<file path="src/fpbc_pkg.sv">
// Shared constants and carrier types of the flyback protection and burst block.
package fpbc_pkg;

   // Clock rate of the sequencing logic.
   localparam int unsigned CLK_MHZ = 25;

   // Maximum MOSFET on-time; a longest time, so the count rounds down.
   localparam int unsigned MAX_ON_NS = 55000;
   localparam int unsigned MAX_ON_CYC = (MAX_ON_NS * CLK_MHZ) / 1000;

   // Internal protection tick of one millisecond.
   localparam int unsigned TICK_US = 1000;
   localparam int unsigned TICK_CYC_DEF = TICK_US * CLK_MHZ;

   // Fault filter: low must last this many whole ticks, giving 2 to 3 ms.
   localparam int unsigned FLT_MIN_MS = 2;
   localparam int unsigned FLT_MAX_MS = 4;
   localparam logic [2:0] FILTER_TICKS = 3'h3;

   // Restart wait in ticks; plain default.
   localparam int unsigned RESTART_TICKS_DEF = 100;

   // Soft start: fifteen equal steps over the soft-start interval.
   localparam int unsigned SS_TIME_US = 3700;
   localparam logic [3:0] SS_STEPS = 4'hF;
   localparam int unsigned SS_STEP_CYC_DEF = (SS_TIME_US * CLK_MHZ) / 15;

   // Optocurrent levels in microamperes.
   localparam logic [7:0] OPTO_REG_UA = 8'h50;
   localparam logic [7:0] OPTO_FAST_DELTA_UA = 8'h14;
   localparam logic [7:0] OPTO_RESUME_UA = 8'h64;
   localparam logic [7:0] OPTO_HALT_UA = 8'hC8;
   localparam logic [7:0] OPTO_ENTRY_DEF = 8'h96;

   // Offset integrator update interval and fast-mode gain shift.
   localparam int unsigned INTEG_CYC_DEF = 25000;
   localparam int unsigned FAST_SHIFT = 4;

   // Burst target period in cycles; plain default.
   localparam int unsigned BURST_TARGET_DEF = 125000;

   // Burst pulse count limits.
   localparam logic [7:0] BURST_N_MIN = 8'h01;
   localparam logic [7:0] BURST_N_MAX = 8'hFF;

   // Comparator levels arriving from the analog front end.
   typedef struct packed {
      logic fault_low;
      logic hot;
      logic cool;
      logic mains_ok;
      logic pins_ready;
      logic out_in_reg;
   } fpbc_pins_t;

   // Enables towards the analog supply and pin circuits.
   typedef struct packed {
      logic drain_sink_en;
      logic fault_src_en;
      logic fb_src_en;
      logic ss_charge_en;
      logic vcc_reg_en;
   } fpbc_supply_t;

endpackage

</file>
<file path="src/fpbc_soft_start.sv">
// Stepped peak-current ramp used at every start and restart.
`timescale 1ns/10ps
module fpbc_soft_start #(
   parameter int unsigned STEP_CYC = fpbc_pkg::SS_STEP_CYC_DEF
) (
   // Clock and reset.
   input wire logic ref_clk_i,
   input wire logic reset_i,
   // Control.
   input wire logic start_i,
   // Ramp state.
   output logic [3:0] step_o,
   output logic done_o
);
   import fpbc_pkg::*;

   localparam int unsigned CW = $clog2(STEP_CYC + 1);
   localparam logic [CW-1:0] STEP_LAST = CW'(STEP_CYC - 1);

   logic [CW-1:0] cnt_q;
   logic [3:0] step_q;
   logic run_q;

   // A start restarts the ramp from zero; steps are equal in length.
   always_ff @(posedge ref_clk_i) begin
      if (reset_i || start_i) begin
         cnt_q <= '0;
         step_q <= 4'h0;
         run_q <= start_i;
      end else if (run_q) begin
         if (cnt_q == STEP_LAST) begin
            cnt_q <= '0;
            step_q <= step_q + 4'h1;
            run_q <= (step_q + 4'h1) != SS_STEPS;
         end else begin
            cnt_q <= cnt_q + CW'(1);
         end
      end
   end

   assign step_o = step_q;
   assign done_o = (step_q == SS_STEPS);

   // The ramp rises one step at a time, apart from the return to zero on a start.
   property p_ss_step;
      @(posedge ref_clk_i) disable iff (reset_i)
         (step_q != $past(step_q)) |-> (step_q == 4'h0) ||
            (step_q == $past(step_q) + 4'h1);
   endproperty
   a_ss_step: assert property (p_ss_step)
      else $error("soft start skipped a step");
endmodule

</file>
<file path="src/fpbc_top.sv">
// Protection, safe restart, optobias and burst sequencing of the controller.
`timescale 1ns/10ps

module fpbc_top #(
   parameter int unsigned TICK_CYC = fpbc_pkg::TICK_CYC_DEF,
   parameter int unsigned RESTART_TICKS = fpbc_pkg::RESTART_TICKS_DEF,
   parameter int unsigned SS_STEP_CYC = fpbc_pkg::SS_STEP_CYC_DEF,
   parameter int unsigned INTEG_CYC = fpbc_pkg::INTEG_CYC_DEF,
   parameter int unsigned BURST_TARGET = fpbc_pkg::BURST_TARGET_DEF,
   parameter logic [7:0] OPTO_ENTRY_UA = fpbc_pkg::OPTO_ENTRY_DEF
) (
   // Clock and reset.
   input wire logic ref_clk_i,
   input wire logic reset_i,
   // Analog comparator levels, asynchronous.
   input wire fpbc_pkg::fpbc_pins_t pins_i,
   // Optocurrent sample and gate request from same-clock logic.
   input wire logic [7:0] opto_ua_i,
   input wire logic gate_req_i,
   // Gate drive.
   output logic gate_o,
   // Supply and pin enables.
   output fpbc_pkg::fpbc_supply_t supply_o,
   // Power control state.
   output logic [3:0] peak_step_o,
   output logic [15:0] power_ctrl_o,
   output logic burst_mode_o,
   output logic fast_reg_o
);
   import fpbc_pkg::*;

   typedef enum logic [2:0] {
      ST_RESTART, ST_MAINS, ST_PINS, ST_SOFT, ST_RUN
   } fpbc_state_t;

   localparam int unsigned NPIN = $bits(fpbc_pins_t);
   localparam int unsigned TW = $clog2(TICK_CYC + 1);
   localparam int unsigned RW = $clog2(RESTART_TICKS + 1);
   localparam int unsigned IW = $clog2(INTEG_CYC + 1);
   localparam logic [TW-1:0] TICK_LAST = TW'(TICK_CYC - 1);
   localparam logic [RW-1:0] RESTART_LAST = RW'(RESTART_TICKS - 1);
   localparam logic [IW-1:0] INTEG_LAST = IW'(INTEG_CYC - 1);
   localparam logic [10:0] ON_LAST = 11'(MAX_ON_CYC - 1);
   localparam logic [23:0] TARGET = 24'(BURST_TARGET);
   localparam logic [23:0] LEAVE = 24'((BURST_TARGET * 3) / 2);

   logic [NPIN-1:0] sync1_q, sync2_q;
   fpbc_pins_t pins_s;
   logic [TW-1:0] tick_cnt_q;
   logic tick;
   logic [2:0] flt_ticks_q;
   logic fault_trip, hot_q, on_trip, trip;
   fpbc_state_t state_q;
   logic [RW-1:0] wait_q;
   logic vcc_reg_q;
   logic ss_start, ss_done;
   logic [3:0] ss_step;
   logic gate_q, gate_d, switch_allow, pulse_end;
   logic [10:0] on_cnt_q;
   logic [IW-1:0] integ_cnt_q;
   logic [15:0] power_q;
   logic fast;
   logic signed [17:0] delta, power_sum;
   logic burst_q, bon_q, burst_start, burst_stop;
   logic [7:0] burst_n_q, pulse_cnt_q;
   logic [23:0] period_q, bon_cnt_q;
   logic [31:0] short_period, short_target;

   // Two flip-flops per comparator level; only the second stage is used.
   for (genvar i = 0; i < NPIN; i++) begin : g_sync
      always_ff @(posedge ref_clk_i) begin
         if (reset_i) begin
            sync1_q[i] <= 1'b0;
            sync2_q[i] <= 1'b0;
         end else begin
            sync1_q[i] <= pins_i[i];
            sync2_q[i] <= sync1_q[i];
         end
      end
   end
   assign pins_s = fpbc_pins_t'(sync2_q);

   // Free-running one millisecond tick.
   always_ff @(posedge ref_clk_i) begin
      if (reset_i || tick) begin
         tick_cnt_q <= '0;
      end else begin
         tick_cnt_q <= tick_cnt_q + TW'(1);
      end
   end
   assign tick = (tick_cnt_q == TICK_LAST);

   // Fault delay counter advances on the tick while the input stays low.
   // The tick phase is random, so three ticks give between 2 and 3 ms.
   always_ff @(posedge ref_clk_i) begin
      if (reset_i || !pins_s.fault_low) begin
         flt_ticks_q <= 3'h0;
      end else if (tick && flt_ticks_q != FILTER_TICKS) begin
         flt_ticks_q <= flt_ticks_q + 3'h1;
      end
   end
   assign fault_trip = (flt_ticks_q == FILTER_TICKS);

   // Overheat is held until the cool level shows; a new hot event wins.
   always_ff @(posedge ref_clk_i) begin
      if (reset_i) begin
         hot_q <= 1'b0;
      end else if (pins_s.hot) begin
         hot_q <= 1'b1;
      end else if (pins_s.cool) begin
         hot_q <= 1'b0;
      end
   end

   // Any protection sends the sequencer into safe restart.
   assign on_trip = gate_q && (on_cnt_q == ON_LAST) && gate_req_i;
   assign trip = (state_q != ST_RESTART) &&
      (fault_trip || pins_s.hot || on_trip);

   // Start and safe-restart sequence.
   always_ff @(posedge ref_clk_i) begin
      if (reset_i) begin
         state_q <= ST_MAINS;
         wait_q <= '0;
      end else if (trip) begin
         state_q <= ST_RESTART;
         wait_q <= '0;
      end else begin
         unique case (state_q)
            ST_RESTART: begin
               if (wait_q != RESTART_LAST) begin
                  wait_q <= wait_q + RW'(tick);
               end else if (tick && !hot_q) begin
                  state_q <= ST_MAINS;
               end
            end
            ST_MAINS: if (pins_s.mains_ok) begin
               state_q <= ST_PINS;
            end
            ST_PINS: if (pins_s.pins_ready) begin
               state_q <= ST_SOFT;
            end
            ST_SOFT: if (ss_done) begin
               state_q <= ST_RUN;
            end
            ST_RUN: begin
            end
         endcase
      end
   end

   // Supply stays regulated from a restart until the output recovers.
   always_ff @(posedge ref_clk_i) begin
      if (reset_i || trip) begin
         vcc_reg_q <= 1'b1;
      end else if (state_q == ST_RUN && pins_s.out_in_reg) begin
         vcc_reg_q <= 1'b0;
      end
   end

   assign ss_start = (state_q == ST_PINS) && pins_s.pins_ready && !trip;

   fpbc_soft_start #(
      .STEP_CYC(SS_STEP_CYC)
   ) u_soft_start (
      .ref_clk_i(ref_clk_i),
      .reset_i(reset_i),
      .start_i(ss_start),
      .step_o(ss_step),
      .done_o(ss_done)
   );

   // Gate follows the request only while switching is allowed.
   assign switch_allow = (state_q == ST_SOFT || state_q == ST_RUN) &&
      !trip && (!burst_q || bon_q);
   assign gate_d = gate_req_i && switch_allow &&
      !(gate_q && on_cnt_q == ON_LAST);
   assign pulse_end = gate_q && !gate_d;

   always_ff @(posedge ref_clk_i) begin
      if (reset_i) begin
         gate_q <= 1'b0;
         on_cnt_q <= 11'h000;
      end else begin
         gate_q <= gate_d;
         on_cnt_q <= gate_d ? on_cnt_q + 11'h001 : 11'h000;
      end
   end

   // Slow offset loop; a deficit beyond the fast delta multiplies the gain.
   // The sum is widened so that a large optocurrent cannot wrap around
   // and select the fast mode by mistake.
   assign fast = (9'(opto_ua_i) + 9'(OPTO_FAST_DELTA_UA)) <
      9'(OPTO_REG_UA);
   assign delta = fast ?
      (18'(signed'({1'b0, OPTO_REG_UA})) - 18'(signed'({1'b0, opto_ua_i})))
         <<< FAST_SHIFT :
      18'(signed'({1'b0, OPTO_REG_UA})) - 18'(signed'({1'b0, opto_ua_i}));
   assign power_sum = 18'(signed'({2'b00, power_q})) + delta;

   always_ff @(posedge ref_clk_i) begin
      if (reset_i) begin
         integ_cnt_q <= '0;
         power_q <= 16'h0000;
      end else if (integ_cnt_q == INTEG_LAST) begin
         integ_cnt_q <= '0;
         if (state_q == ST_RUN) begin
            if (power_sum < 0) begin
               power_q <= 16'h0000;
            end else if (power_sum > 18'sh0FFFF) begin
               power_q <= 16'hFFFF;
            end else begin
               power_q <= power_sum[15:0];
            end
         end
      end else begin
         integ_cnt_q <= integ_cnt_q + IW'(1);
      end
   end

   // Burst start and stop decisions.
   assign burst_start = burst_q && !bon_q && (opto_ua_i < OPTO_ENTRY_UA);
   assign burst_stop = bon_q && ((opto_ua_i > OPTO_HALT_UA) ||
      (pulse_end && (9'(pulse_cnt_q) + 9'h001) >= 9'(burst_n_q) &&
       !(opto_ua_i < OPTO_RESUME_UA)));
   assign short_period = 32'(period_q) * 32'(burst_n_q - 8'h01);
   assign short_target = 32'(TARGET) * 32'(burst_n_q);

   // Burst mode, pulse counting and repetition period tracking.
   always_ff @(posedge ref_clk_i) begin
      if (reset_i || state_q != ST_RUN) begin
         burst_q <= 1'b0;
         bon_q <= 1'b0;
         pulse_cnt_q <= 8'h00;
         period_q <= 24'h000000;
         bon_cnt_q <= 24'h000000;
      end else if (!burst_q) begin
         if (power_q == 16'h0000 && opto_ua_i > OPTO_ENTRY_UA) begin
            burst_q <= 1'b1;
            period_q <= 24'h000000;
         end
      end else if (burst_start) begin
         bon_q <= 1'b1;
         pulse_cnt_q <= 8'h00;
         period_q <= 24'h000000;
         bon_cnt_q <= 24'h000000;
      end else begin
         if (period_q != 24'hFFFFFF) begin
            period_q <= period_q + 24'h000001;
         end
         if (bon_q) begin
            bon_cnt_q <= bon_cnt_q + 24'h000001;
            if (pulse_end) begin
               pulse_cnt_q <= pulse_cnt_q + 8'h01;
            end
            if (bon_cnt_q > LEAVE) begin
               burst_q <= 1'b0;
               bon_q <= 1'b0;
            end else if (burst_stop) begin
               bon_q <= 1'b0;
            end
         end
      end
   end

   // Pulse count per burst, adjusted once at each burst start.
   always_ff @(posedge ref_clk_i) begin
      if (reset_i) begin
         burst_n_q <= BURST_N_MIN;
      end else if (burst_start && period_q != 24'h000000) begin
         if (burst_n_q > BURST_N_MIN && short_period >= short_target) begin
            burst_n_q <= burst_n_q - 8'h01;
         end else if (period_q > TARGET && burst_n_q != BURST_N_MAX) begin
            burst_n_q <= burst_n_q + 8'h01;
         end
      end
   end

   // Outputs.
   assign gate_o = gate_q;
   assign supply_o.drain_sink_en = (state_q == ST_RESTART);
   assign supply_o.fault_src_en = (state_q >= ST_PINS);
   assign supply_o.fb_src_en = (state_q >= ST_PINS);
   assign supply_o.ss_charge_en = (state_q == ST_SOFT);
   assign supply_o.vcc_reg_en = vcc_reg_q;
   // The limit is held at zero outside soft start and run, so every restart is
   // seen to ramp up from the bottom again.
   assign peak_step_o = (state_q == ST_RUN) ? SS_STEPS :
      (state_q == ST_SOFT) ? ss_step : 4'h0;
   assign power_ctrl_o = power_q;
   assign burst_mode_o = burst_q;
   assign fast_reg_o = fast;

   // Checks.
   property p_stop;
      @(posedge ref_clk_i) disable iff (reset_i)
         (state_q == ST_RESTART) |=> !gate_q;
   endproperty
   a_stop: assert property (p_stop)
      else $error("gate active during restart");

   property p_filter;
      @(posedge ref_clk_i) disable iff (reset_i)
         $rose(fault_trip) |-> $past(tick) && $past(pins_s.fault_low);
   endproperty
   a_filter: assert property (p_filter)
      else $error("fault taken without filter tick");

   property p_hot_hold;
      @(posedge ref_clk_i) disable iff (reset_i)
         (state_q == ST_RESTART && hot_q) |=> state_q == ST_RESTART;
   endproperty
   a_hot_hold: assert property (p_hot_hold)
      else $error("restart left while still hot");

   property p_max_on;
      @(posedge ref_clk_i) disable iff (reset_i)
         gate_q[*8] |-> on_cnt_q >= 11'h008 && on_cnt_q <= ON_LAST;
   endproperty
   a_max_on: assert property (p_max_on)
      else $error("on-time count out of range");

   property p_on_trip;
      @(posedge ref_clk_i) disable iff (reset_i)
         on_trip |=> state_q == ST_RESTART && !gate_q;
   endproperty
   a_on_trip: assert property (p_on_trip)
      else $error("overlong on-time did not restart");

   property p_drain;
      @(posedge ref_clk_i) disable iff (reset_i)
         trip |=> supply_o.drain_sink_en && vcc_reg_q;
   endproperty
   a_drain: assert property (p_drain)
      else $error("restart without drain and regulation");

   property p_src;
      @(posedge ref_clk_i) disable iff (reset_i)
         $rose(supply_o.fault_src_en) |-> $past(pins_s.mains_ok);
   endproperty
   a_src: assert property (p_src)
      else $error("sources enabled without mains");

   property p_power_dn;
      @(posedge ref_clk_i) disable iff (reset_i)
         (integ_cnt_q == INTEG_LAST && state_q == ST_RUN &&
          opto_ua_i > OPTO_REG_UA && power_q != 16'h0000)
            |=> power_q < $past(power_q);
   endproperty
   a_power_dn: assert property (p_power_dn)
      else $error("excess optocurrent did not lower power");

   property p_halt;
      @(posedge ref_clk_i) disable iff (reset_i)
         (bon_q && opto_ua_i > OPTO_HALT_UA && state_q == ST_RUN &&
          bon_cnt_q <= LEAVE)
            |=> !bon_q ##1 !gate_q;
   endproperty
   a_halt: assert property (p_halt)
      else $error("halt level did not stop burst");

   property p_min_n;
      @(posedge ref_clk_i) disable iff (reset_i)
         burst_n_q >= BURST_N_MIN;
   endproperty
   a_min_n: assert property (p_min_n)
      else $error("burst pulse count below one");

   property p_leave;
      @(posedge ref_clk_i) disable iff (reset_i)
         (bon_q && bon_cnt_q > LEAVE) |=> !burst_q;
   endproperty
   a_leave: assert property (p_leave)
      else $error("long burst did not leave burst mode");
endmodule

</file>
<file path="config.mk">
export PLATFORM = sky130hd
export DESIGN_NAME = fpbc_top
export DESIGN_NICKNAME = d
export VERILOG_FILES = /design/src/fpbc_pkg.sv /design/src/fpbc_soft_start.sv /design/src/fpbc_top.sv
export SDC_FILE = /design/constraint.sdc
export NUM_CORES = 1
export LEC_CHECK = 0
export BUFFER_PORTS_ARGS = -buffer_cell sky130_fd_sc_hd__buf_4
export CORE_MARGIN = 3
export CORE_UTILIZATION = 55
export CTS_CLUSTER_SIZE = 28
export DETAILED_ROUTE_END_ITERATION = 12
export PLACE_DENSITY = 0.8
export SETUP_SLACK_MARGIN = 0.02
export SLEW_MARGIN = 20
export SYNTH_ARGS = -nofsm -noshare
export SYNTH_HDL_FRONTEND = slang
export SYNTH_SLANG_ARGS = --single-unit
</file>
<file path="constraint.sdc">
create_clock -name ref_clk_i -period 11.9 [get_ports ref_clk_i]
set_input_delay 2.38 -clock ref_clk_i [delete_from_list [all_inputs] [get_ports ref_clk_i]]
set_output_delay 2.38 -clock ref_clk_i [all_outputs]
set_load 0.05 [all_outputs]
</file>
Word-level counts from Yosys, hierarchy flattened
Cells that the tools add are included.
W data, S select, Z words.
{ "op_classes": {"n_addsub": 17, "multipliers": 2, "n_lt_le_gt_ge": 13, "n_eq_ne": 27, "n_mux": 38, "bitwise_logic": 1, "reduce_logical": 63} }
{ "op_table": {"columns": ["cell", "count"], "rows": [
  ["$mux W24", 6],
  ["$add A24 B1 Y24 const B", 2],
  ["$mux W8", 5],
  ["$ge A32 B25 Y1", 1],
  ["$mul A25 B9 Y32", 1],
  ["$mux W16", 2],
  ["$add A15 B1 Y15 const B", 2],
  ["$eq A15 B15 Y1 const B", 2],
  ["$gt A24 B17 Y1 const B", 1],
  ["$gt A24 B18 Y1 const B", 1],
  ["$ne A24 B24 Y1 const B", 1],
  ["$reduce_bool A24 Y1", 1],
  ["$logic_and A1 B1 Y1", 22],
  ["$mul A14 B8 Y22 const A", 1],
  ["$add A17 B13 Y18", 1],
  ["$gt A18 B17 Y1 const B", 1],
  ["$lt A18 B1 Y1 const B", 1],
  ["$add A8 B1 Y8 const B", 2],
  ["$gt A8 B8 Y1 const B", 2],
  ["$logic_not A16 Y1", 1],
  ["$mux W1", 15],
  ["$mux W3", 5],
  ["$add A13 B1 Y13 const B", 1],
  ["$eq A13 B13 Y1 const B", 1],
  ["44 further kinds", 83]
]} }
{ "totals": {"reg_bits": 169, "out_inout_bits": 28} }

Depth between registers and ports, before layout
Gate-level depths: netlist of the first run.
{ "logic_depth": {"word_depth": 20, "ltp_mapped": 37} }

By module
Synthesis of the first run repeated with hierarchy kept, for this count alone.
{ "hier_totals": {"hier_cells": 2130, "area_unflattened_um2": 18241.2} }
{ "modules_own_cells": {"columns": ["module", "instances", "cells_each", "area_per_inst_um2", "seq_area_each_um2"], "rows": [
  ["fpbc_top", 1, 2028, 17347.9, 3022.9],
  ["fpbc_soft_start", 1, 102, 893.4, 360.3]
]} }

Worst setup path after synthesis of the first run
Ideal clock, no wire load.
{ "synth_timing": {"path_type": "reg2reg", "start": "reg burst_n_q[0]", "end": "reg burst_n_q[2]", "t_arrival_ns": 8.799, "required_ns": 11.777, "setup_slack_ns": 2.978, "path_stages_with_launch": 37, "path_buffers": 3, "period_less_slack_ns": 8.922, "cell_sequence": "dfxtp_1 clkinv_1 clkbuf_1 ha_1 o21ai_1 or3_1 clkbuf_1 xnor2_1 clkbuf_1 nand2_1 fa_1 fa_1 inv_1 fa_1 fa_1 inv_1 fa_1 inv_1 ha_1 o21ai_1 o21a_1 o31ai_1 a21boi_0 o21bai_1 a21oi_1 o21ai_0 a21oi_1 xnor2_1 ha_1 a21o_1 a21oi_1 a21boi_0 nor4_1 nand4_1 o21a_1 o32ai_1 mux2_1"} }
{ "synth_via": {"elab_chain_cells": 6} }
{ "synth_lines": {"columns": ["item", "line_no", "source"], "rows": [
  ["start, declared", "fpbc_top.sv:65", "logic [7:0] burst_n_q, pulse_cnt_q;"],
  ["start signal, assigned", "fpbc_top.sv:272", "burst_n_q <= burst_n_q - 8'h01;"],
  ["start signal, assigned", "fpbc_top.sv:274", "burst_n_q <= burst_n_q + 8'h01;"],
  ["$sub A8 B1 Y9", "fpbc_top.sv:226", "assign short_period = 32'(period_q) * 32'(burst_n_q - 8'h01);"],
  ["$mul A25 B9 Y32", "fpbc_top.sv:226", null],
  ["$ge A32 B25 Y1", "fpbc_top.sv:271", "if (burst_n_q > BURST_N_MIN && short_period >= short_target) begin"],
  ["$logic_and A1 B1 Y1", "fpbc_top.sv:271", null],
  ["$reduce_bool A2 Y1 (no line)", null, null],
  ["$reduce_and A2 Y1 (no line)", null, null]
]} }
Several ways; a longest one is shown, not always the timed one. The select of a mux whose other input is x is not followed.
A chain may end at the register's enable or synchronous reset.

Final worst setup path of the first run
{ "layout_timing": {"start": "reg burst_n_q[3]", "end": "reg burst_n_q[6]"} }
The elaborated chain is that of the path after synthesis.

==> results by group, run 1 <==
Outcome
  – Status: finished clean

CTS
  – Worst skew pair latency: 440 ps
  – Clock Tree Root: clkbuf_16
  – H-tree depth: 4
  – CTS tree: done
  – Post-CTS Setup Repair Bufs: 0
  – TritonCTS sink count: 169
  – Post-cts resize count: 0
  – Clock-pin slew on the worst setup and hold paths: 80 ps
  – CTS Buffer Depth: 2
  – Total CTS buffers: 17
  – # hold bufs at CTS: 0

Floorplanning
  – Starting density of the core: 0.562
  – Die H: 186 um
  – Number of I/O pins: 45
  – CORE AREA: 31800 sq um
  – Die ar.: 34700 sq um
  – Row Count: 65
  – Die width: 186 um

GRT
  – First-pass GRT wire length: 69300 um
  – Largest net degree at the start of global routing: 31
  – Vias in the first global route: 14500
  – Total track usage: 0.244
  – Initial antenna violation count: 1
  – GR Overflow Total: 0

Setup path
  – Crit-path slowest cell: dfxtp_1
  – CP Capture Type: register
  – Crit path max-delay family: adder cells
  – Reg2reg setup slack: 2130 ps
  – Crit start category: register
  – WP data required: 12230 ps
  – Delay of the slowest critical-path stage: 620 ps
  – Crit Path Class: reg -> reg
  – R2R cell count: 36
  – Stages on worst setup path: 36
  – Worst EP arrival: 10100 ps
  – Bufs and invs on worst path: 6
  – Max FO, Critical Path: 21

Synth
  – Syn. warnings: 0
  – #FFs+latches synth: 169
  – Mapped cell area: 17900 sq um
  – Post-synth top area cell: fa_1
  – Synth async-reset ratio: 0
  – EDFF count, synth: 0
  – Cell count after synthesis: 2102
  – Top cells by area, synth: fa_1, dfxtp_1, ha_1
  – Synth top area share: 0.194
  – Syn avg cell area: 8.50 sq um
  – Distinct cells, synth: 74
  – Seq/Total Area, Yosys: 0.189
  – Dominant synthesized flop cell: dfxtp_1
  – Post-Syn Nets: 2498

Finish
  – Commonest non-fill, non-tap cell in the layout: nor2_1
  – Post-Layout Cell Count: 2547
  – Layout net count: 2495
  – Ant. Diodes: 0
  – Layout cell share with drive strength beyond 1: 0.0530
  – Most frequent cells in the layout: nor2_1, inv_1, ha_1
  – Fill count: 2694
  – Layout area overhead: 7.25%

STA
  – RSZ-0062 raised after global routing: no
  – Final hold violation count: 0
  – Final setup TNS: 0 ps
  – Max Slew Vio Count: 0
  – Worst-Margin Slew: 1010 ps
  – Finish-stage setup viols: 0
  – Final Skew: 10.6 ps
  – Fin crit share: 0.821
  – Final min period: 9770 ps
  – Slew headroom: 0.327
  – Fmax: 0.102 GHz

Place
  – GP Congestion: 0.950
  – Placed Cells: 2515
  – Port bufs: 44
  – HPWL Detailed: 32000 um

Run
  – Max-Cap Viols: 0

Drt
  – Post-DRT Antenna Nets: 0
  – Via density: 5.66
  – Final wirelength: 41100 um
  – Remaining DRCs: 0
  – Post-DR wirelength/cell: 16.1 um
  – DRT Pass-1 Iters: 6
  – DRT iter0 DRCs: 1107
  – Total number of vias: 14400

Power
  – Sw Share: 0.294
  – Power per standard cell area: 66.8 nW/um^2
  – Cell Int Power: 904 uW
  – Comb pwr share: 0.100
  – Lkg Pwr: 9.01 nW
  – Seq pwr share: 0.456
  – Peak supply drop: 88.0 uV
  – Clock power frac: 0.444
  – P_sw: 376 uW

Worst hold path
  – Hold Path Cell Cnt: 1
  – Hold crit path type: reg -> reg
## routing by layer
layer,part of all wire,up-vias,GRT usage,routed length (um)
met5,0.00029,-,0,12
met4,0.030,2,0.0819,1220
met3,0.065,86,0.0430,2660
met2,0.48,414,0.412,19600
met1,0.43,6975,0.320,17600
li1,-,6931,-,-
## flip-flops by register name (all words and copies together), names as in the netlist
register / cells
bon_cnt_q: 24
bon_q: 1
burst_mode_o: 1
burst_n_q: 8
flt_ticks_q: 3
gate_o: 1
hot_q: 1
integ_cnt_q: 15
on_cnt_q: 11
period_q: 24
pins_s: 6
power_ctrl_o: 16
pulse_cnt_q: 8
state_q: 3
sync1_q: 6
tick_cnt_q: 15
u_soft_start.cnt_q: 13
u_soft_start.run_q: 1
u_soft_start.step_o: 4
vcc_reg_q: 1
wait_q: 7
## power by group through the flow
stage / clock network, mW / logic (mW) / registers [mW]
3_5_place_dp: 0 / 0.127 / 0.597
2_1_floorplan: 0 / 0.103 / 0.591
6_report: 0.568 / 0.128 / 0.584
3_3_place_gp: 0 / 0.125 / 0.597
5_1_grt: 0.597 / 0.140 / 0.586
4_1_cts: 0.574 / 0.128 / 0.584
## worst reg2reg max path, delay by kind of cell (launching register included)
| kind | cells | cell delay (ps) |
|---|---|---|
| AND/OR/NAND/NOR | 7 | 1420 |
| multiplexers | 1 | 350 |
| AO/OA/AOI/OAI | 12 | 2650 |
| buffers and inverters | 6 | 760 |
| flip-flops | 1 | 620 |
| adder cells (fa/ha/maj) | 8 | 3510 |
| XOR/XNOR | 2 | 380 |
## kinds of logic (layout without fill, tap and decap cells)
family | count (synthesis) | after routing | share of synthesized area
adders and majority gates | 379 | 379 | 0.338
DFF | 169 | 169 | 0.189
and+or+nand+nor | 795 | 795 | 0.218
AOI/OAI and AO/OA | 281 | 281 | 0.101
buffers and inverters | 299 | 309 | 0.0644
xor gates and xnor gates | 166 | 166 | 0.0814
muxes | 13 | 13 | 0.00749
## synthesized netlist by cell type, drive strengths merged (8+ instances only)
cell type,count
nor2,244
inv,217
ha,206
fa,173
dfxtp,169
nand2,158
xor2,92
nand3,77
nor2b,77
xnor2,74
a21oi,73
clkbuf,73
o21ai,73
and2,47
nand2b,42
a21o,32
and3,27
nand4,27
nor3,25
or3,20
nor4,16
o21a,14
a211oi,13
or2,12
a31oi,10
mux2i,10
a21boi,8
buf,8
## stage by stage
stage,cell area [sq um],hold WS [ps],utilization,setup WS (ps),power [mW]
finish,19200,437,0.603,2130,1.28
global route,19200,452,0.603,1330,1.32
CTS,19200,442,0.603,2200,1.29
detailed placement,18500,430,0.583,2260,0.725
global placement,18500,420,0.583,2620,0.722
floorplan,17900,414,-,2980,0.694
## final cells by class
type | count | area (sq um) | area share
flip-flops and latches | 169 | 3380 | 0.177
clock inverters | 15 | 193 | 0.0101
inverters | 218 | 818 | 0.0427
clock buffers | 17 | 425 | 0.0222
multi-input cells | 1634 | 13400 | 0.697
well taps | 435 | 544 | 0.0284
repair buffers | 59 | 443 | 0.0231
## path summary, 6_finish.rpt
kind | startpoint | endpoint
setup / recovery | burst_n_q[3] | burst_n_q[6]
hold / removal | sync1_q[5] | pins_s[5]
setup reg to reg | burst_n_q[3] | burst_n_q[6]
hold reg to reg | sync1_q[5] | pins_s[5]
Note: power is estimated with default switching activity, not from simulation.
==> run 2, diff against run 1 <==
--- a/config.mk
+++ b/config.mk
@@ -5,12 +5,13 @@
 export SDC_FILE = /design/constraint.sdc
 export NUM_CORES = 1
 export LEC_CHECK = 0
+export ABC_AREA = 1
 export BUFFER_PORTS_ARGS = -buffer_cell sky130_fd_sc_hd__buf_4
 export CORE_MARGIN = 3
 export CORE_UTILIZATION = 55
 export CTS_CLUSTER_SIZE = 28
 export DETAILED_ROUTE_END_ITERATION = 12
-export PLACE_DENSITY = 0.8
+export PLACE_DENSITY = 0.79
 export SETUP_SLACK_MARGIN = 0.02
 export SLEW_MARGIN = 20
 export SYNTH_ARGS = -nofsm -noshare
==> constraint.sdc (replaced) <==
create_clock -name ref_clk_i -period 9.5 [get_ports ref_clk_i]
set_input_delay 1.9 -clock ref_clk_i [delete_from_list [all_inputs] [get_ports ref_clk_i]]
set_output_delay 1.9 -clock ref_clk_i [all_outputs]
set_load 0.05 [all_outputs]
==> results by group, run 2 <==
GRT
  – Vias in the first global route: 16200
  – GR Overflow Total: 0
  – First-pass GRT wire length: 78900 um
  – Initial antenna violation count: 1
  – Total track usage: 0.268
  – Largest net degree at the start of global routing: 34

STA
  – Final min period: 8380 ps
  – Finish-stage setup viols: 0
  – Max Slew Vio Count: 0
  – Worst-Margin Slew: 927 ps
  – Final setup TNS: 0 ps
  – Final hold violation count: 0
  – Slew headroom: 0.381
  – Fmax: 0.119 GHz
  – RSZ-0062 raised after global routing: no
  – Fin crit share: 0.882
  – Final Skew: 21.8 ps

CTS
  – Clock Tree Root: clkbuf_16
  – Clock-pin slew on the worst setup and hold paths: 80 ps
  – Post-CTS Setup Repair Bufs: 0
  – Post-cts resize count: 0
  – Total CTS buffers: 17
  – Worst skew pair latency: 440 ps
  – H-tree depth: 4
  – CTS Buffer Depth: 2
  – CTS tree: done
  – # hold bufs at CTS: 0
  – TritonCTS sink count: 169

Power
  – Tot Pwr: 1.59 mW
  – Clock power frac: 0.434
  – Sw Share: 0.295
  – Lkg Pwr: 9.94 nW
  – P_sw: 468 uW
  – Seq pwr share: 0.458
  – Cell Int Power: 1.12 mW
  – Power per standard cell area: 80.2 nW/um^2
  – Peak supply drop: 128 uV
  – Comb pwr share: 0.109

Synth
  – Mapped cell area: 18500 sq um
  – Synth async-reset ratio: 0
  – Dominant synthesized flop cell: dfxtp_1
  – Post-Syn Nets: 2919
  – Distinct cells, synth: 57
  – Cell count after synthesis: 2523
  – Top cells by area, synth: fa_1, dfxtp_1, ha_1
  – Post-synth top area cell: fa_1
  – EDFF count, synth: 0
  – Seq/Total Area, Yosys: 0.183
  – Synth top area share: 0.187
  – Most common cell in the netlist: nand2_1
  – Syn. warnings: 0
  – Syn avg cell area: 7.34 sq um
  – #FFs+latches synth: 169
  – Post-synth top cells: nand2_1, inv_1, nor2_1

Setup path
  – Reg-to-reg endpoint: burst_n_q[1]
  – R2R cell count: 38
  – Delay of the slowest critical-path stage: 590 ps
  – Most frequent CP cell: nand2_1
  – Crit Path Class: reg -> reg
  – Critical R2R Launch: burst_n_q[3]
  – Worst EP arrival: 8710 ps
  – Crit start category: register
  – Crit-path slowest cell: clkinv_1
  – CP startpoint: burst_n_q[3]
  – Reg2reg setup slack: 1120 ps
  – Max FO, Critical Path: 18
  – WP data required: 9830 ps
  – CP Capture Type: register

Worst hold path
  – Hold crit path type: reg -> reg
  – End of the worst hold path: pins_s[0]
  – Hold Path Cell Cnt: 2
  – HP Start: sync1_q[0]

Drt
  – Post-DR wirelength/cell: 15.8 um
  – Post-DRT Antenna Nets: 0
  – Remaining DRCs: 0
  – Final wirelength: 47500 um
  – DRT iter0 DRCs: 1399
  – Total number of vias: 16600
  – DRT Pass-1 Iters: 8
  – Via density: 5.53

Floorplanning
  – Die width: 189 um
  – Row Count: 66
  – Die H: 189 um
  – Die ar.: 35900 sq um
  – Starting density of the core: 0.563
  – CORE AREA: 32900 sq um
  – Number of I/O pins: 45

Finish
  – Layout cell share with drive strength beyond 1: 0.0501
  – Most frequent cells in the layout: nand2_1, inv_1, nor2_1
  – Layout area overhead: 7.04%
  – Layout net count: 2939
  – Fill count: 2982
  – Ant. Diodes: 0
  – Commonest non-fill, non-tap cell in the layout: nand2_1

Place
  – GP Congestion: 0.973
  – HPWL Detailed: 37800 um
  – Port bufs: 44

Run
  – Max-Cap Viols: 0

Outcome
  – Status: finished clean
## run 2: cell types whose count changed in the layout (fill, tap and decap cells not counted), sizes merged, moves of 41 or more
cell    change
nor3       +41
inv       +235
xnor2      -48
nor2       +56
nand2b     -42
nor2b      -77
and2       -46
nand2     +352
a21oi      +86
## run 2: logic make-up (layout without fill, tap and decap cells)
group | count (synthesis) | count (layout) | share of synthesized area
compound gates | 301 | 301 | 0.0926
buf+inv | 509 | 542 | 0.105
fa+ha+maj | 379 | 379 | 0.326
xor+xnor | 96 | 96 | 0.0454
simple gates | 1069 | 1069 | 0.248
flops | 169 | 169 | 0.183
## run 2: layer usage
metal,global-route usage,part of all wire,vias to the layer above
li1,-,-,8038
met3,0.0520,0.080,106
met2,0.436,0.46,638
met4,0.0867,0.030,2
met5,0,0.00017,-
met1,0.361,0.43,7809
## run 2: how the worst max path moves through the flow
stage | to | slack (ps)
floorplan | burst_n_q[4] | 2030
global placement | burst_n_q[5] | 1490
detailed placement | burst_n_q[1] | 1300
CTS | burst_n_q[1] | 1220
global route | burst_n_q[1] | 510
finish | burst_n_q[1] | 1120
## run 2: worst max-delay path: cells and delay by family (launching register included)
kind | cells | cell delay (ps)
xor+xnor | 1 | 130
simple gates | 20 | 1940
compound gates | 5 | 1320
buf+inv | 4 | 960
fa+ha+maj | 8 | 3330
flops | 1 | 570
## run 2: power groups by stage
stage / Combinational [mW] / Clock [mW] / Sequential [mW]
floorplan: 0.127 / 0 / 0.742
global placement: 0.165 / 0 / 0.743
detailed placement: 0.170 / 0 / 0.743
CTS: 0.171 / 0.695 / 0.727
global route: 0.190 / 0.724 / 0.729
finish: 0.172 / 0.689 / 0.727
## run 2: through the flow
step / cell area (sq um) / hold WS [ps] / setup WS (ps) / std cells / utilization
3_3_place_gp: 19200 / 391 / 1490 / 2966 / 0.585
3_5_place_dp: 19200 / 396 / 1300 / 2966 / 0.585
6_report: 19800 / 402 / 1120 / 2998 / 0.603
2_1_floorplan: 18500 / 388 / 2030 / 2523 / -
5_1_grt: 19800 / 419 / 510 / 2998 / 0.603
4_1_cts: 19800 / 406 / 1220 / 2998 / 0.603
## run 2: final cells by class
cell class | count | area (sq um) | area share
clock inverters | 15 | 154 | 0.00777
inverters | 459 | 1720 | 0.0870
repair buffers | 51 | 383 | 0.0193
well taps | 442 | 553 | 0.0279
multi-input cells | 1845 | 13200 | 0.666
flip-flops and latches | 169 | 3380 | 0.171
clock buffers | 17 | 425 | 0.0215
==> run 3, diff against run 2 <==
--- a/config.mk
+++ b/config.mk
@@ -7,11 +7,11 @@
 export LEC_CHECK = 0
 export ABC_AREA = 1
 export BUFFER_PORTS_ARGS = -buffer_cell sky130_fd_sc_hd__buf_4
-export CORE_MARGIN = 3
-export CORE_UTILIZATION = 55
+export CORE_MARGIN = 10
+export CORE_UTILIZATION = 41
 export CTS_CLUSTER_SIZE = 28
 export DETAILED_ROUTE_END_ITERATION = 12
-export PLACE_DENSITY = 0.79
+export PLACE_DENSITY = 0.64
 export SETUP_SLACK_MARGIN = 0.02
 export SLEW_MARGIN = 20
 export SYNTH_ARGS = -nofsm -noshare
==> results by group, run 3 (synthesis results as in run 2) <==
Outcome
  – Status: finished clean

GRT
  – Global Route met1 Usage: 0.241
  – Initial antenna violation count: 0
  – Gr busiest metal: met2
  – Met2 usage: 0.298
  – Grt met3 use: 0.0350
  – First-pass GRT wire length: 80500 um
  – Total track usage: 0.181
  – GR Overflow Total: 0
  – Largest net degree at the start of global routing: 34
  – Vias in the first global route: 16000

STA
  – Final hold violation count: 0
  – Final min period: 8430 ps
  – Fin crit share: 0.887
  – Smallest hold slack: 404 ps
  – Slew headroom: 0.446
  – Fmax: 0.119 GHz
  – Finish-stage setup viols: 0
  – Max Slew Vio Count: 0
  – Worst-Margin Slew: 828 ps
  – Final Skew: 15.4 ps
  – RSZ-0062 raised after global routing: no
  – Final setup TNS: 0 ps

Floorplanning
  – Die ar.: 54000 sq um
  – CORE AREA: 44400 sq um
  – Starting density of the core: 0.417
  – Number of I/O pins: 45
  – Die width: 232 um
  – Row Count: 77
  – Die H: 232 um

CTS
  – CTS tree: done
  – Post-cts resize count: 0
  – # hold bufs at CTS: 0
  – CTS Buffer Depth: 2
  – H-tree depth: 4
  – Total CTS buffers: 17
  – Clock-pin slew on the worst setup and hold paths: 70 ps
  – Post-CTS Setup Repair Bufs: 0
  – Clock Tree Root: clkbuf_16
  – TritonCTS sink count: 169
  – Worst skew pair latency: 440 ps

Power
  – Cell Int Power: 1.14 mW
  – Peak supply drop: 124 uV
  – Sw Share: 0.275
  – Clock power frac: 0.428
  – P_sw: 432 uW
  – Comb pwr share: 0.108
  – Seq pwr share: 0.463
  – Power per standard cell area: 78.6 nW/um^2
  – Lkg Pwr: 9.93 nW

Setup path
  – Delay of the slowest critical-path stage: 600 ps
  – Reg-to-reg endpoint: burst_n_q[4]
  – Critical R2R Launch: burst_n_q[3]
  – R2R cell count: 37
  – Crit-path slowest cell: dfxtp_1
  – Crit Path Class: reg -> reg
  – Bufs and invs on worst path: 4
  – Max FO, Critical Path: 18
  – Worst EP arrival: 8770 ps
  – CP Capture Type: register
  – Crit start category: register
  – Crit path max-delay family: adder cells
  – Reg2reg setup slack: 1070 ps
  – Most frequent CP cell: nand2_1
  – WP data required: 9840 ps

Place
  – HPWL Detailed: 40000 um
  – Placed Cells: 3118
  – Port bufs: 44
  – Placed cell area: 19400 sq um
  – GP Congestion: 0.949

Worst hold path
  – HP Start: sync1_q[0]
  – End of the worst hold path: pins_s[0]
  – Hold crit path type: reg -> reg
  – Hold Path Cell Cnt: 2

Drt
  – Post-DR wirelength/cell: 15.5 um
  – DRT Pass-1 Iters: 5
  – DRT iter0 DRCs: 1160
  – Post-DRT Antenna Nets: 0
  – Remaining DRCs: 0
  – Total number of vias: 16300
  – Final wirelength: 48600 um
  – Via density: 5.18

Finish
  – Fin util: 0.450
  – Layout area overhead: 7.99%
  – Most frequent cells in the layout: nand2_1, inv_1, nor2_1
  – Ant. Diodes: 0
  – Layout cell share with drive strength beyond 1: 0.0497
  – Post-Layout Cell Count: 3147
  – Fill count: 4521
  – Layout net count: 2941
  – Post-route cell area: 20000 sq um
  – Commonest non-fill, non-tap cell in the layout: nand2_1

Run
  – Max-Cap Viols: 0
==> run 3: cell count changes in the layout (fill, tap and decap cells not counted), moves of 2 or more <==
cell,delta
buf_4,+2
inv_8,-4
inv_6,+2
clkinv_8,-2
clkinv_4,-2
==> run 3: stage by stage <==
stage	setup WS [ps]	power, mW
after floorplan	2030	0.869
after CTS	1110	1.59
after detailed placement	1150	0.914
after global placement	1300	0.912
after global routing	377	1.64
final	1070	1.57
==> run 3: worst max path at each step <==
stage | start | endpoint | slack [ps] | cells after the start
3_5_place_dp | burst_n_q[3] | burst_n_q[5] | 1150 | 37
3_3_place_gp | burst_n_q[3] | burst_n_q[2] | 1300 | 36
5_1_grt | burst_n_q[3] | burst_n_q[4] | 380 | 37
4_1_cts | burst_n_q[3] | burst_n_q[5] | 1110 | 37
2_1_floorplan | burst_n_q[0] | burst_n_q[4] | 2030 | 45
6_report | burst_n_q[3] | burst_n_q[4] | 1070 | 37
==> run 3: cell type report <==
type | instances | area (sq um) | share of cell area
Multi-Input combinational cell | 1845 | 13200 | 0.660
Tap cell | 592 | 741 | 0.0371
Sequential cell | 169 | 3380 | 0.169
Clock inverter | 11 | 114 | 0.00570
Clock buffer | 18 | 439 | 0.0220
Timing Repair Buffer | 53 | 398 | 0.0199
Inverter | 459 | 1720 | 0.0862
==> run 3: layer usage <==
metal,vias up,part of all wire
met2,447,0.47
met4,0,0.017
met5,-,0
met1,7763,0.45
li1,8043,-
met3,59,0.063
==> run 3: tightest hold or removal path, cell delays in order, from the launching register on <==
cell and delay (ps):
dfxtp_1 300, inv_1 40, nor2_1 30
==> run 3: power by group through the flow <==
stage / Combinational, mW / Sequential [mW] / Clock, mW
after floorplan: 0.127 / 0.742 / 0
after global placement: 0.169 / 0.743 / 0
after detailed placement: 0.170 / 0.743 / 0
after CTS: 0.171 / 0.727 / 0.695
after global routing: 0.190 / 0.729 / 0.722
final: 0.170 / 0.728 / 0.673
